`src/rtl/card_serial_pkg.sv`:
```
package card_serial_pkg;
  // Register addresses, full 20-bit addresses of the serial unit
  localparam logic [19:0] OFS_MODE = 20'hFFFB0;
  localparam logic [19:0] OFS_BRR = 20'hFFFB1;
  localparam logic [19:0] OFS_CTRL = 20'hFFFB2;
  localparam logic [19:0] OFS_TXH = 20'hFFFB3;
  localparam logic [19:0] OFS_FLAGS = 20'hFFFB4;
  localparam logic [19:0] OFS_RXH = 20'hFFFB5;
  localparam logic [19:0] OFS_CMODE = 20'hFFFB6;
  // Reset values
  localparam logic [7:0] RST_ZERO = 8'h00;
  localparam logic [7:0] RST_BRR = 8'hFF;
  localparam logic [7:0] RST_TXH = 8'hFF;
  // Mode register fields
  localparam int MODE_GM = 7;
  localparam int MODE_OE = 4;
  localparam int MODE_CKS_HI = 1;
  // Control register fields
  localparam int CTRL_TE = 5;
  localparam int CTRL_RE = 4;
  localparam int CTRL_CLOCK_ENABLE_HI = 1;
  localparam int CTRL_CLOCK_ENABLE_LO = 0;
  // Flag register fields
  localparam int FL_TX_HOLDING_EMPTY_FLAG = 7;
  localparam int FL_RX_HOLDING_FULL_FLAG = 6;
  localparam int FL_OVERRUN_FLAG = 5;
  localparam int FL_ERS = 4;
  localparam int FL_PER = 3;
  localparam int FL_TRANSMIT_END_FLAG = 2;
  // Card mode register fields; bits 7..4 and 1 read as one
  localparam int CM_BIT_ORDER_SELECT = 3;
  localparam int CM_DATA_INVERT_SELECT = 2;
  localparam int CM_CARD_MODE_ENABLE = 0;
  localparam logic [7:0] CM_FIXED_ONES = 8'hF2;
  // Timing: ticks are 1/16 etu; clock out toggles every 13 reference clocks, not scaled
  localparam int TICKS_PER_ETU = 16;
  localparam logic [3:0] HALF_ETU = 4'h8;
  localparam logic [4:0] BITS_DATA = 5'h08;
  localparam logic [4:0] BIT_PAR = 5'h09;
  localparam logic [4:0] ETU_TRANSMIT_END_FLAG_NORM = 5'h0C; // 12.5 etu, plus half
  localparam logic [4:0] ETU_TRANSMIT_END_FLAG_GSM = 5'h0B;  // 11.0 etu
  localparam logic [4:0] ETU_ERR_SAMPLE = 5'h0B; // error bit sampled at 10.5
  localparam logic [4:0] ETU_ERR_START = 5'h0A;  // 10.5 from start
  localparam logic [4:0] ETU_FRAME_END = 5'h0D;  // frame incl. guard 3 etu
  localparam logic [4:0] ETU_RETRY_END = 5'h0E;  // error + 2 etu wait
  localparam logic [6:0] SCK_HALF = 7'h0C;

  typedef enum logic [1:0] {
    TX_IDLE = 2'b00,
    TX_RUN = 2'b01
  } tx_state_t;

  typedef enum logic [1:0] {
    RX_IDLE = 2'b00,
    RX_RUN = 2'b01
  } rx_state_t;
endpackage

```
`src/rtl/card_serial.sv`:
```
`timescale 1ns/100ps
// Behaviour
// - Normal timing: transmit-end flag sets 12.5 etu after start bit begins.
// - Extended timing: transmit-end flag sets 11.0 etu after start bit begins.
// - Normal timing: clock pin is port unless clock enable lo outputs clock.
// - Extended: both low fixed low, enable hi fixed high, enable lo clock.
// - Every frame holds eight data bits then one parity bit.
// - Transmitter leaves at least two etu guard after parity.
// - Receiver with parity error drives line low one etu at 10.5 etu, unless transmit is also enabled.
// - Error signal seen while sending: resend same character after two etu.
// - Only asynchronous framing; no clocked synchronous transfer.
// - Idle line is undriven; pull-up holds it high.
// - Frame: low start bit, data bits zero to seven, parity.
// - Transmitter releases line after the parity bit.
// - Receiver releases line after the error signal.
// - No error: next character; error: resend same character.
// - Transmit and receive enabled together: receiver reads the sent frame back from the line, no error signal.
// - Clock enables 00 disable clock output, 01 enable it.
// - Error flag sets when low error signal sampled during transmission.
// - Bit order select clear LSB first, set MSB first.
// - Data invert flips data bits only, not parity level.
module card_serial
  import card_serial_pkg::*;
(
  // Clock and reset
  input wire logic i_ref_clk,
  input wire logic i_rst_n,
  // Register port
  input wire logic [19:0] i_addr,
  input wire logic [7:0] i_wdata,
  input wire logic i_wr,
  input wire logic i_rd,
  output logic [7:0] o_rdata,
  // Shared data line
  input wire logic i_data_line,
  output logic o_data_out,
  output logic o_data_oe,
  // Card clock pin
  output logic o_sck_out,
  output logic o_sck_oe
);

  function automatic logic [7:0] order_bits(input logic [7:0] v, input logic msb);
    logic [7:0] r;
    r = v;
    if (msb) begin
      for (int k = 0; k < 8; k++) begin
        r[k] = v[7-k];
      end
    end
    return r;
  endfunction

  logic [7:0] mode_q, brr_q, ctrl_q, txh_q, rxh_q;
  logic [7:0] flags_q;
  logic [1:0] cmode_q;
  logic cm_card_mode_enable_q;
  logic [7:0] flags_seen_q;

  logic line_s1_q, line_s2_q;
  always_ff @(posedge i_ref_clk or negedge i_rst_n) begin
    if (!i_rst_n) begin
      line_s1_q <= 1'b1;
      line_s2_q <= 1'b1;
    end else begin
      line_s1_q <= i_data_line;
      line_s2_q <= line_s1_q;
    end
  end

  // Baud tick: 1/16 etu, period scaled by prescale and divisor
  logic [13:0] pre_q;
  logic [7:0] div_q;
  logic [13:0] pre_lim;
  logic pre_hit, tick;
  logic baud_sync;
  assign pre_lim = (mode_q[MODE_CKS_HI:0] == 2'b00) ? 14'h002E :
                   (mode_q[MODE_CKS_HI:0] == 2'b01) ? 14'h00BA :
                   (mode_q[MODE_CKS_HI:0] == 2'b10) ? 14'h02E8 : 14'h0BA0;
  assign pre_hit = (pre_q == pre_lim);
  assign tick = pre_hit && (div_q == brr_q);
  always_ff @(posedge i_ref_clk or negedge i_rst_n) begin
    if (!i_rst_n) begin
      pre_q <= 14'h0000;
      div_q <= 8'h00;
    end else if (baud_sync) begin
      // A transmit frame start restarts the bit clock, so transmit etu counts begin at the start bit
      pre_q <= 14'h0000;
      div_q <= 8'h00;
    end else if (pre_hit) begin
      pre_q <= 14'h0000;
      div_q <= (div_q == brr_q) ? 8'h00 : div_q + 8'h01;
    end else begin
      pre_q <= pre_q + 14'h0001;
    end
  end

  wire card_mode_enable = cm_card_mode_enable_q;
  wire te = ctrl_q[CTRL_TE] && card_mode_enable;
  wire re = ctrl_q[CTRL_RE] && card_mode_enable;
  wire gm = mode_q[MODE_GM];
  wire odd = mode_q[MODE_OE];
  wire bit_order_select = cmode_q[1];
  wire data_invert_select = cmode_q[0];
  wire loop_mode = te && re;

  // Transmitter
  tx_state_t tx_st_q;
  logic [3:0] tx_sub_q;
  logic [4:0] tx_etu_q;
  logic [8:0] tx_sh_q;
  logic tx_drive_q, tx_bit_q, tx_err_q;
  logic tx_end_set, ers_set, tx_load;
  logic [7:0] tx_data;
  assign tx_data = order_bits(data_invert_select ? ~txh_q : txh_q, bit_order_select);
  assign tx_load = te && (tx_st_q == TX_IDLE) && !flags_q[FL_TX_HOLDING_EMPTY_FLAG];
  assign baud_sync = tx_load;
  wire tx_mid = tick && (tx_sub_q == HALF_ETU);
  // Last tick of the first half of a bit: exactly half an etu into it
  wire tx_half = tick && (tx_sub_q == HALF_ETU - 4'h1);
  wire tx_bnd = tick && (tx_sub_q == 4'hF);
  assign tx_end_set = (tx_st_q == TX_RUN) && !tx_err_q &&
    (gm ? (tx_bnd && tx_etu_q == ETU_TRANSMIT_END_FLAG_GSM - 5'h01) :
          (tx_half && tx_etu_q == ETU_TRANSMIT_END_FLAG_NORM));
  assign ers_set = (tx_st_q == TX_RUN) && tx_mid && (tx_etu_q == ETU_ERR_SAMPLE - 5'h01) &&
    !line_s2_q;

  always_ff @(posedge i_ref_clk or negedge i_rst_n) begin
    if (!i_rst_n) begin
      tx_st_q <= TX_IDLE;
      tx_sub_q <= 4'h0;
      tx_etu_q <= 5'h00;
      tx_sh_q <= 9'h1FF;
      tx_drive_q <= 1'b0;
      tx_bit_q <= 1'b1;
      tx_err_q <= 1'b0;
    end else begin
      case (tx_st_q)
        TX_IDLE: begin
          tx_drive_q <= 1'b0;
          if (tx_load) begin
            // Start bit now, then data, then parity over line levels
            tx_sh_q <= {odd ^ (^tx_data), tx_data};
            tx_bit_q <= 1'b0;
            tx_drive_q <= 1'b1;
            tx_sub_q <= 4'h0;
            tx_etu_q <= 5'h00;
            tx_err_q <= 1'b0;
            tx_st_q <= TX_RUN;
          end
        end
        TX_RUN: begin
          if (tick) begin
            tx_sub_q <= tx_sub_q + 4'h1;
          end
          if (ers_set) begin
            tx_err_q <= 1'b1;
          end
          if (tx_bnd) begin
            tx_etu_q <= tx_etu_q + 5'h01;
            if (tx_etu_q < BIT_PAR) begin
              tx_bit_q <= tx_sh_q[0];
              tx_sh_q <= {1'b1, tx_sh_q[8:1]};
              tx_drive_q <= 1'b1;
            end else begin
              tx_drive_q <= 1'b0;
              tx_bit_q <= 1'b1;
            end
            // Guard of 3 etu after parity, or error bit plus 2 etu before resend
            if ((!tx_err_q && tx_etu_q == ETU_FRAME_END - 5'h01) ||
                (tx_err_q && tx_etu_q == ETU_RETRY_END - 5'h01)) begin
              tx_st_q <= TX_IDLE;
              if (tx_err_q && te) begin
                tx_sh_q <= {odd ^ (^tx_data), tx_data};
                tx_bit_q <= 1'b0;
                tx_drive_q <= 1'b1;
                tx_sub_q <= 4'h0;
                tx_etu_q <= 5'h00;
                tx_err_q <= 1'b0;
                tx_st_q <= TX_RUN;
              end
            end
          end
          if (!te) begin
            tx_st_q <= TX_IDLE;
            tx_drive_q <= 1'b0;
          end
        end
        default: tx_st_q <= TX_IDLE;
      endcase
    end
  end

  // Receiver: async start detection only, no shared clock
  rx_state_t rx_st_q;
  logic [3:0] rx_sub_q;
  logic [4:0] rx_etu_q;
  logic [8:0] rx_sh_q;
  logic rx_err_drive_q, rx_perr_q;
  logic rx_done, rx_bad;
  wire rx_line = line_s2_q;
  wire rx_mid = tick && (rx_sub_q == HALF_ETU);
  wire rx_bnd = tick && (rx_sub_q == 4'hF);
  // Data bits sit in 8:1 while the parity bit is still on the line
  assign rx_bad = (^{rx_line, rx_sh_q[8:1]}) ^ odd; // parity over line levels
  assign rx_done = (rx_st_q == RX_RUN) && rx_mid && (rx_etu_q == BIT_PAR);
  wire [7:0] rx_word = order_bits(data_invert_select ? ~rx_sh_q[8:1] : rx_sh_q[8:1], bit_order_select);

  always_ff @(posedge i_ref_clk or negedge i_rst_n) begin
    if (!i_rst_n) begin
      rx_st_q <= RX_IDLE;
      rx_sub_q <= 4'h0;
      rx_etu_q <= 5'h00;
      rx_sh_q <= 9'h000;
      rx_err_drive_q <= 1'b0;
      rx_perr_q <= 1'b0;
    end else begin
      case (rx_st_q)
        RX_IDLE: begin
          rx_err_drive_q <= 1'b0;
          if (re && !rx_line) begin
            rx_sub_q <= 4'h0;
            rx_etu_q <= 5'h00;
            rx_perr_q <= 1'b0;
            rx_st_q <= RX_RUN;
          end
        end
        RX_RUN: begin
          if (tick) begin
            rx_sub_q <= rx_sub_q + 4'h1;
          end
          if (rx_mid && rx_etu_q >= 5'h01 && rx_etu_q <= BIT_PAR) begin
            rx_sh_q <= {rx_line, rx_sh_q[8:1]};
          end
          if (rx_done) begin
            rx_perr_q <= (^{rx_line, rx_sh_q[8:1]}) ^ odd;
          end
          // Error signal spans 10.5 to 11.5 etu from start
          if (rx_mid && rx_etu_q == ETU_ERR_START) begin
            rx_err_drive_q <= rx_perr_q && !loop_mode;
          end
          if (rx_mid && rx_etu_q == ETU_ERR_START + 5'h01) begin
            rx_err_drive_q <= 1'b0;
          end
          if (rx_bnd) begin
            rx_etu_q <= rx_etu_q + 5'h01;
            if (rx_etu_q == ETU_FRAME_END - 5'h02) begin
              rx_st_q <= RX_IDLE;
            end
          end
          if (!re) begin
            rx_st_q <= RX_IDLE;
            rx_err_drive_q <= 1'b0;
          end
        end
        default: rx_st_q <= RX_IDLE;
      endcase
    end
  end

  // Data line: open-drain style, drive only low or while transmitting
  assign o_data_oe = tx_drive_q || rx_err_drive_q;
  assign o_data_out = rx_err_drive_q ? 1'b0 : tx_bit_q;

  // Card clock divider and pin control
  logic [6:0] sck_cnt_q;
  logic sck_q;
  always_ff @(posedge i_ref_clk or negedge i_rst_n) begin
    if (!i_rst_n) begin
      sck_cnt_q <= 7'h00;
      sck_q <= 1'b0;
    end else if (sck_cnt_q == SCK_HALF) begin
      sck_cnt_q <= 7'h00;
      sck_q <= ~sck_q;
    end else begin
      sck_cnt_q <= sck_cnt_q + 7'h01;
    end
  end
  wire clock_enable_lo = ctrl_q[CTRL_CLOCK_ENABLE_LO];
  wire clock_enable_hi = ctrl_q[CTRL_CLOCK_ENABLE_HI];
  assign o_sck_oe = card_mode_enable && (clock_enable_lo || gm);
  assign o_sck_out = clock_enable_lo ? sck_q : (gm && clock_enable_hi);

  // Register writes; flags clear by writing 0 after reading them set, the transmit-end flag via bit 7
  wire wr_flags = i_wr && (i_addr == OFS_FLAGS);
  wire [7:0] clr = wr_flags ? (flags_seen_q & ~i_wdata) : 8'h00;
  always_ff @(posedge i_ref_clk or negedge i_rst_n) begin
    if (!i_rst_n) begin
      mode_q <= RST_ZERO;
      ctrl_q <= RST_ZERO;
      brr_q <= RST_BRR;
      txh_q <= RST_TXH;
      rxh_q <= RST_ZERO;
      cmode_q <= 2'b00;
      cm_card_mode_enable_q <= 1'b0;
      flags_q <= 8'h84;
      flags_seen_q <= 8'h00;
    end else begin
      if (i_wr && i_addr == OFS_MODE) mode_q <= i_wdata;
      if (i_wr && i_addr == OFS_BRR) brr_q <= i_wdata;
      if (i_wr && i_addr == OFS_CTRL) ctrl_q <= i_wdata;
      if (i_wr && i_addr == OFS_TXH) txh_q <= i_wdata;
      if (i_wr && i_addr == OFS_CMODE) begin
        cmode_q <= {i_wdata[CM_BIT_ORDER_SELECT], i_wdata[CM_DATA_INVERT_SELECT]};
        cm_card_mode_enable_q <= i_wdata[CM_CARD_MODE_ENABLE];
      end
      if (i_rd && i_addr == OFS_FLAGS) flags_seen_q <= flags_q;
      if (rx_done) rxh_q <= rx_word;
      // Set wins over a clear in the same cycle
      flags_q[FL_TX_HOLDING_EMPTY_FLAG] <= tx_load ? 1'b0 : flags_q[FL_TX_HOLDING_EMPTY_FLAG] & ~clr[FL_TX_HOLDING_EMPTY_FLAG];
      if (clr[FL_TX_HOLDING_EMPTY_FLAG]) flags_q[FL_TX_HOLDING_EMPTY_FLAG] <= 1'b0;
      if (tx_load) flags_q[FL_TX_HOLDING_EMPTY_FLAG] <= 1'b1;
      flags_q[FL_ERS] <= ers_set | (flags_q[FL_ERS] & ~clr[FL_ERS]);
      flags_q[FL_TRANSMIT_END_FLAG] <= tx_end_set | (!te && !flags_q[FL_ERS]) |
        (flags_q[FL_TRANSMIT_END_FLAG] & ~clr[FL_TX_HOLDING_EMPTY_FLAG]);
      flags_q[FL_RX_HOLDING_FULL_FLAG] <= (rx_done && !rx_bad) | (flags_q[FL_RX_HOLDING_FULL_FLAG] & ~clr[FL_RX_HOLDING_FULL_FLAG]);
      flags_q[FL_PER] <= (rx_done && rx_bad) | (flags_q[FL_PER] & ~clr[FL_PER]);
      flags_q[FL_OVERRUN_FLAG] <= (rx_done && flags_q[FL_RX_HOLDING_FULL_FLAG]) | (flags_q[FL_OVERRUN_FLAG] & ~clr[FL_OVERRUN_FLAG]);
      flags_q[1:0] <= 2'b00;
    end
  end

  // Read data one cycle after the strobe
  logic [7:0] rd_mux;
  assign rd_mux = (i_addr == OFS_MODE) ? mode_q :
                  (i_addr == OFS_BRR) ? brr_q :
                  (i_addr == OFS_CTRL) ? ctrl_q :
                  (i_addr == OFS_TXH) ? txh_q :
                  (i_addr == OFS_FLAGS) ? flags_q :
                  (i_addr == OFS_RXH) ? rxh_q :
                  (i_addr == OFS_CMODE) ? (CM_FIXED_ONES |
                    {4'h0, cmode_q, 1'b0, cm_card_mode_enable_q}) : 8'h00;
  always_ff @(posedge i_ref_clk or negedge i_rst_n) begin
    if (!i_rst_n) begin
      o_rdata <= 8'h00;
    end else begin
      o_rdata <= i_rd ? rd_mux : 8'h00;
    end
  end

endmodule

```
`config.mk`:
```
export PLATFORM = sky130hd
export DESIGN_NAME = card_serial
export DESIGN_NICKNAME = d
export VERILOG_FILES = /design/src/rtl/card_serial_pkg.sv /design/src/rtl/card_serial.sv
export SDC_FILE = /design/constraint.sdc
export NUM_CORES = 1
export LEC_CHECK = 0
export BUFFER_PORTS_ARGS = -buffer_cell sky130_fd_sc_hd__buf_2
export CORE_ASPECT_RATIO = 1.5
export CORE_MARGIN = 4
export CORE_UTILIZATION = 55
export CTS_CLUSTER_DIAMETER = 50
export DETAILED_ROUTE_END_ITERATION = 8
export PLACE_DENSITY = 0.79
export SLEW_MARGIN = 15
export SYNTH_ARGS = -nofsm -noshare
export SYNTH_HDL_FRONTEND = slang
export SYNTH_SLANG_ARGS = --single-unit
```
`constraint.sdc`:
```
create_clock -name i_ref_clk -period 2.7 [get_ports i_ref_clk]
set_input_delay 0.27 -clock i_ref_clk [delete_from_list [all_inputs] [get_ports i_ref_clk]]
set_output_delay 0.27 -clock i_ref_clk [all_outputs]
set_load 0.05 [all_outputs]
```
==> results of run 1 <==
-- final timing paths --
kind                                to  slack, ps       start  depth (start not counted)
hold reg to reg              line_s2_q        360   line_s1_q                          0
hold / removal                brr_q[1]        130  i_wdata[1]                          3
setup / recovery           tx_etu_q[4]        -20    pre_q[0]                          6
setup reg to reg           tx_etu_q[4]        -20    pre_q[0]                          6
min in group asynchronous  rx_etu_q[0]        330     i_rst_n                          2
max in group asynchronous     brr_q[2]       1530     i_rst_n                          3
-- logic make-up after synthesis --
family / count (synthesis) / share of synthesized area [%]
and+or+nand+nor: 244 / 17.28
DFF: 136 / 46.53
AOI/OAI and AO/OA: 115 / 10.63
muxes: 89 / 13.03
xor gates and xnor gates: 62 / 7.343
buffers and inverters: 50 / 2.656
adders and majority gates: 15 / 2.538
-- registers in the layout (all words and copies together) (netlist names), 8 cells and up --
signal	count
brr_q	8
ctrl_q	8
div_q	8
mode_q	8
o_rdata	8
pre_q	14
rx_sh_q	8
rxh_q	8
tx_sh_q	9
txh_q	8
-- stage by stage --
stage          hold WS [ps]  TNS (ps)  instances  area [sq um]
2_1_floorplan        -25.59    -30.84        711          7396
3_3_place_gp          221.9    -84.97        918          7974
3_5_place_dp          233.2    -578.9        918          7974
4_1_cts               116.2    -659.6        954          8791
5_1_grt               149.1    -829.8        956          8890
6_report              127.8    -44.06        956          8890
-- critical path, cell delays in order (launching register included) --
cell       delay, ps
dfrtp_1          370
or4b_4           550
a2111oi_4        330
o221ai_2         170
or4_4            630
or4_4            520
nand3_2           90
-- cell type report --
cell class	instances	area, sq um	share of cell area, %
clock buffer	21	470.5	5.292
clock inverter	11	217.7	2.449
inverter	18	67.56	0.7600
multi-input combinational	525	3902	43.90
sequential	136	3441	38.71
tap	159	198.9	2.238
timing repair buffer	86	591.8	6.657
-- power by group --
part           total (W)  internal [W]  switching (W)  leakage [nW]
registers        0.00205       0.00204     0.00000172          1.75
logic           0.000140     0.0000425      0.0000971          1.90
clock network    0.00270       0.00181       0.000887         0.329
-- cell usage in the layout (no fill, tap or decap), types with 27 or more instances in the layout --
master / count
nor2_1: 63
nand2_1: 42
buf_4: 35
o21ai_0: 29
xnor2_1: 40
mux2_2: 56
nand3_1: 27
dfstp_2: 30
buf_2: 43
dfrtp_1: 106
mux2i_1: 31
-- what timing repair did --
item	in CTS	in global routing
gates resized for setup	17	11
endpoints found under the setup margin	18	24
hold endpoints to repair	46	0
cloned	0	1
pin swaps	16	6
hold buffers	2	0
buffers inserted	2	3
-- routing by layer --
layer | up-vias | track usage (%) | routed length, microns
met4 | 0 | 14.05 | 969
met2 | 238 | 47.09 | 10610
met5 | - | 0 | 0
li1 | 2689 | - | -
met1 | 2962 | 27.99 | 7070
met3 | 73 | 5.177 | 1001
==> flow_summary.json, run 1 <==
{
  "syn-num-nets": 759,
  "synth.most_common_cell": "dfrtp_1",
  "yosys.area.top_type_share_pct": 35.87,
  "p_per_area_nw_per_um2": 549.0,
  "maxCapViolations": 0,
  "htreeDepth": 4,
  "fin_nets": 832,
  "worstPathArrival_ps": 3080,
  "finalSetupViolCount": 2,
  "synthFlopType": "dfrtp_1",
  "finalCriticalPeriod_ps": 2724,
  "hold_viol": 0,
  "antennaDiodeCount": 0,
  "wire_per_inst_microns": 20.56,
  "avgSynthCellArea_sq_um": 10.40,
  "antenna_found_initial": 0,
  "worst_pin_slew_ps": 779.6,
  "power_w": 0.004881,
  "crit_fanout": 8,
  "grt_pass1_vias": 6337,
  "start_util_pct": 56.53,
  "synth-edff-count": 0,
  "syn_to_final_growth_pct": 20.22,
  "violations": "negative setup slack",
  "dr.pass1.iters": 5,
  "max_freq_ghz": 0.3670,
  "synth.distinct_cells": 63,
  "io_buffers": 44,
  "routed_via_density": 6.236,
  "wirelength_mm": 19.65,
  "pre_cts_ws_ps": -98.18,
  "clk_path_buf_depth": 2,
  "die_h_microns": 150.0,
  "n_fill_cell": 902,
  "synthArstFlopShare_pct": 100.0,
  "grt_use_total_pct": 26.14,
  "clock-root-buffer": "clkbuf_16",
  "postLayoutCoreUtil_pct": 67.96,
  "gp_congestion": 0.8616,
  "hpwl_mm": 13.31,
  "grt_pass1_wl_mm": 31.20,
  "placementRows": 51,
  "fin_skew_ps": 7.135,
  "dr_total_vias": 5962,
  "synthTopCellsByCount": "dfrtp_1, nor2_1, mux2_2",
  "slew_headroom_pct": 48.03,
  "grt_max_degree": 90,
  "fin_crit_sh_pct": 100.9,
  "crit_required_ps": 3060,
  "numCtsBuffers": 17,
  "rsz0062_at_grt": "true",
  "yosys_warnings": 0,
  "ios": 45,
  "die_width_microns": 102.7,
  "clk_pin_slew_ps": 60,
  "status": "finished with violations",
  "cellLeakagePower_nw": 3.975,
  "hold_class": "in -> reg",
  "ir_worst_vdd_mv": 0.3484,
  "initialDrtViolationCount": 306,
  "drc_errors": 0,
  "core-area_sq_um": 13080,
  "cts_tree": "yes",
  "path_class": "reg -> reg",
  "ys_ff_latch": 136,
  "synth_area_sq_um": 7395,
  "drive_gt1_share_pct": 29.49,
  "clock-sinks": 136,
  "synth_top_area_cell": "dfrtp_1",
  "fp.dieArea_sq_um": 15400,
  "yosysSeqAreaShare_pct": 46.53,
  "synthTopCellsByArea": "dfrtp_1, dfstp_2, mux2_2",
  "clk_latency_ps": 420,
  "layout_setup_ws_ps": -24.45,
  "syn_inst": 711,
  "antenna_left": 0,
  "cp-start-kind": "register",
  "final_max_slew_viol_count": 0,
  "grt_overflow": 0,
  "endpoint_kind": "register"
}
No activity file was read; power rests on OpenSTA's default activity.
==> inputs of run 2 (changes only) <==
- CORE_UTILIZATION: 55 -> 61
- PLACE_DENSITY: 0.79 -> 0.83
- clock period: 2.7 -> 2.8 ns (I/O delays scaled with it)
==> flow_summary.json, run 2 (synthesis results as in run 1) <==
{
  "status": "finished clean",
  "largest_reg_flops": 14,
  "p_per_area_nw_per_um2": 509.6,
  "mostFrequentLayoutCell": "dfrtp_1",
  "worst-path-buf-inv": 0,
  "fin_setup_tns_ps": 0,
  "path_class": "reg -> reg",
  "fin_nets": 819,
  "layout_setup_ws_ps": 37.67,
  "rsz0062_at_grt": "true",
  "crit_slowest_cell": "or4_4",
  "layout_common_cells": "dfrtp_1, nor2_1, mux2_2",
  "grt_pass1_wl_mm": 30.57,
  "start_util_pct": 61.85,
  "cp_top_family": "simple AND/OR/NAND/NOR gates",
  "wirelength_mm": 18.61,
  "crit_fanout": 5,
  "r2r-end": "tx_etu_q[4]",
  "pre_cts_ws_ps": -106.4,
  "post_dp_cell_area_sq_um": 7871,
  "antenna_found_initial": 0,
  "drc_errors": 0,
  "max_freq_ghz": 0.3620,
  "hold_class": "in -> reg",
  "dr.pass1.iters": 5,
  "reg2reg_slack_ps": 40,
  "cp-start-kind": "register",
  "io_buffers": 44,
  "fp.dieArea_sq_um": 13980,
  "syn_to_final_growth_pct": 16.65,
  "clk_latency_ps": 420,
  "reg.largest.list": "pre_q x14, tx_sh_q x9",
  "wire_per_inst_microns": 19.86,
  "crit_required_ps": 3150,
  "grt_max_degree": 76,
  "crit_chain": "or4b_4 > a2111oi_4 > o221ai_2 > or4_4 > or4_1 > nand3_1",
  "final_max_slew_viol_count": 0,
  "slowest_delay_ps": 630,
  "htreeDepth": 4,
  "cp.depth": 6,
  "grt_overflow": 0,
  "routed_via_density": 6.271,
  "core-area_sq_um": 11960,
  "clock-root-buffer": "clkbuf_16",
  "antenna_left": 0,
  "die_h_microns": 142.8,
  "clk_path_buf_depth": 2,
  "cellLeakagePower_nw": 3.816,
  "slew_headroom_pct": 36.50,
  "hpwl_mm": 12.92,
  "clock-sinks": 136,
  "finalCriticalPeriod_ps": 2762,
  "placementRows": 49,
  "critPathLaunch": "pre_q[0]",
  "numCtsBuffers": 17,
  "final_area_sq_um": 8626,
  "ir_worst_vdd_mv": 0.3623,
  "power_w": 0.004396,
  "worstHoldStart": "i_wdata[1]",
  "die_width_microns": 97.90,
  "finalSetupViolCount": 0,
  "initialDrtViolationCount": 406,
  "antennaDiodeCount": 0,
  "cts_tree": "yes",
  "fin_skew_ps": 7.221,
  "clk_pin_slew_ps": 60,
  "grt_use_total_pct": 27.36,
  "r2r_cells": 6,
  "worstSetupEndpoint": "tx_etu_q[4]",
  "endpoint_kind": "register",
  "rr_startpoint": "pre_q[0]",
  "grt_pass1_vias": 6129,
  "drive_gt1_share_pct": 27.81,
  "regMostFlops": "pre_q",
  "worstPathArrival_ps": 3120,
  "dr_total_vias": 5876,
  "hold_viol": 0,
  "fin_crit_sh_pct": 98.65,
  "maxCapViolations": 0,
  "worst_pin_slew_ps": 952.5,
  "gp_congestion": 0.9158,
  "ios": 45
}
run 2: cell types whose count changed in the layout (fill, tap and decap cells not counted), moves of 2 or more:
cell        previous run  this run
clkbuf_8               3         0
clkinv_4               2         4
bufinv_16              6         3
buf_4                 35        25
clkinvlp_4             2         5
run 2: worst min path at each step:
stage,slack [ps],end,cells past startpoint
CTS,120,brr_q[1],3
detailed placement,350,sck_cnt_q[0],1
floorplan,-20,card_mode_enable,0
finish,130,brr_q[1],3
global placement,330,sck_cnt_q[1],1
global route,150,brr_q[1],3
run 2: worst reg2reg max path, cell delays in order (launching register included):
cell,delay (ps)
dfrtp_1,370
or4b_4,550
a2111oi_4,340
o221ai_2,200
or4_4,630
or4_1,500
nand3_1,110
run 2: power by group:
group | switching [W] | total, W | internal, W
sequential | 0.00000223 | 0.00197 | 0.00197
clock | 0.000883 | 0.00229 | 0.00140
combinational | 0.0000936 | 0.000135 | 0.0000413
run 2: cell type report:
class | instances | area, sq um
Inverter | 18 | 67.56
Timing Repair Buffer | 72 | 445.4
Clock buffer | 18 | 429.2
Fill cell | 809 | 3329
Multi-Input combinational cell | 526 | 3875
Sequential cell | 136 | 3441
Clock inverter | 14 | 176.4
Tap cell | 153 | 191.4
run 2: metal layers:
metal | wire length (microns) | vias up | track usage, %
met5 | 0 | - | 0
met3 | 1010 | 68 | 5.963
li1 | - | 2672 | -
met2 | 9968 | 228 | 48.71
met1 | 6891 | 2908 | 30.85
met4 | 740 | 0 | 13.64
run 2: what timing repair did:
action | in CTS | in global routing
pin swaps | 1 | 9
hold buffers | 2 | 0
endpoints found under the setup margin | 12 | 17
setup buffers | 1 | 1
gates resized for setup | 2 | 16
gates cloned | 0 | 1
endpoints found under the hold margin | 67 | 0
run 2: through the flow:
step	util [%]	cells	hold WS [ps]
floorplan	-	711	-15.59
global placement	65.84	901	329.1
detailed placement	65.84	901	350.9
CTS	71.15	935	123.0
global route	72.15	937	152.0
finish	72.15	937	129.9
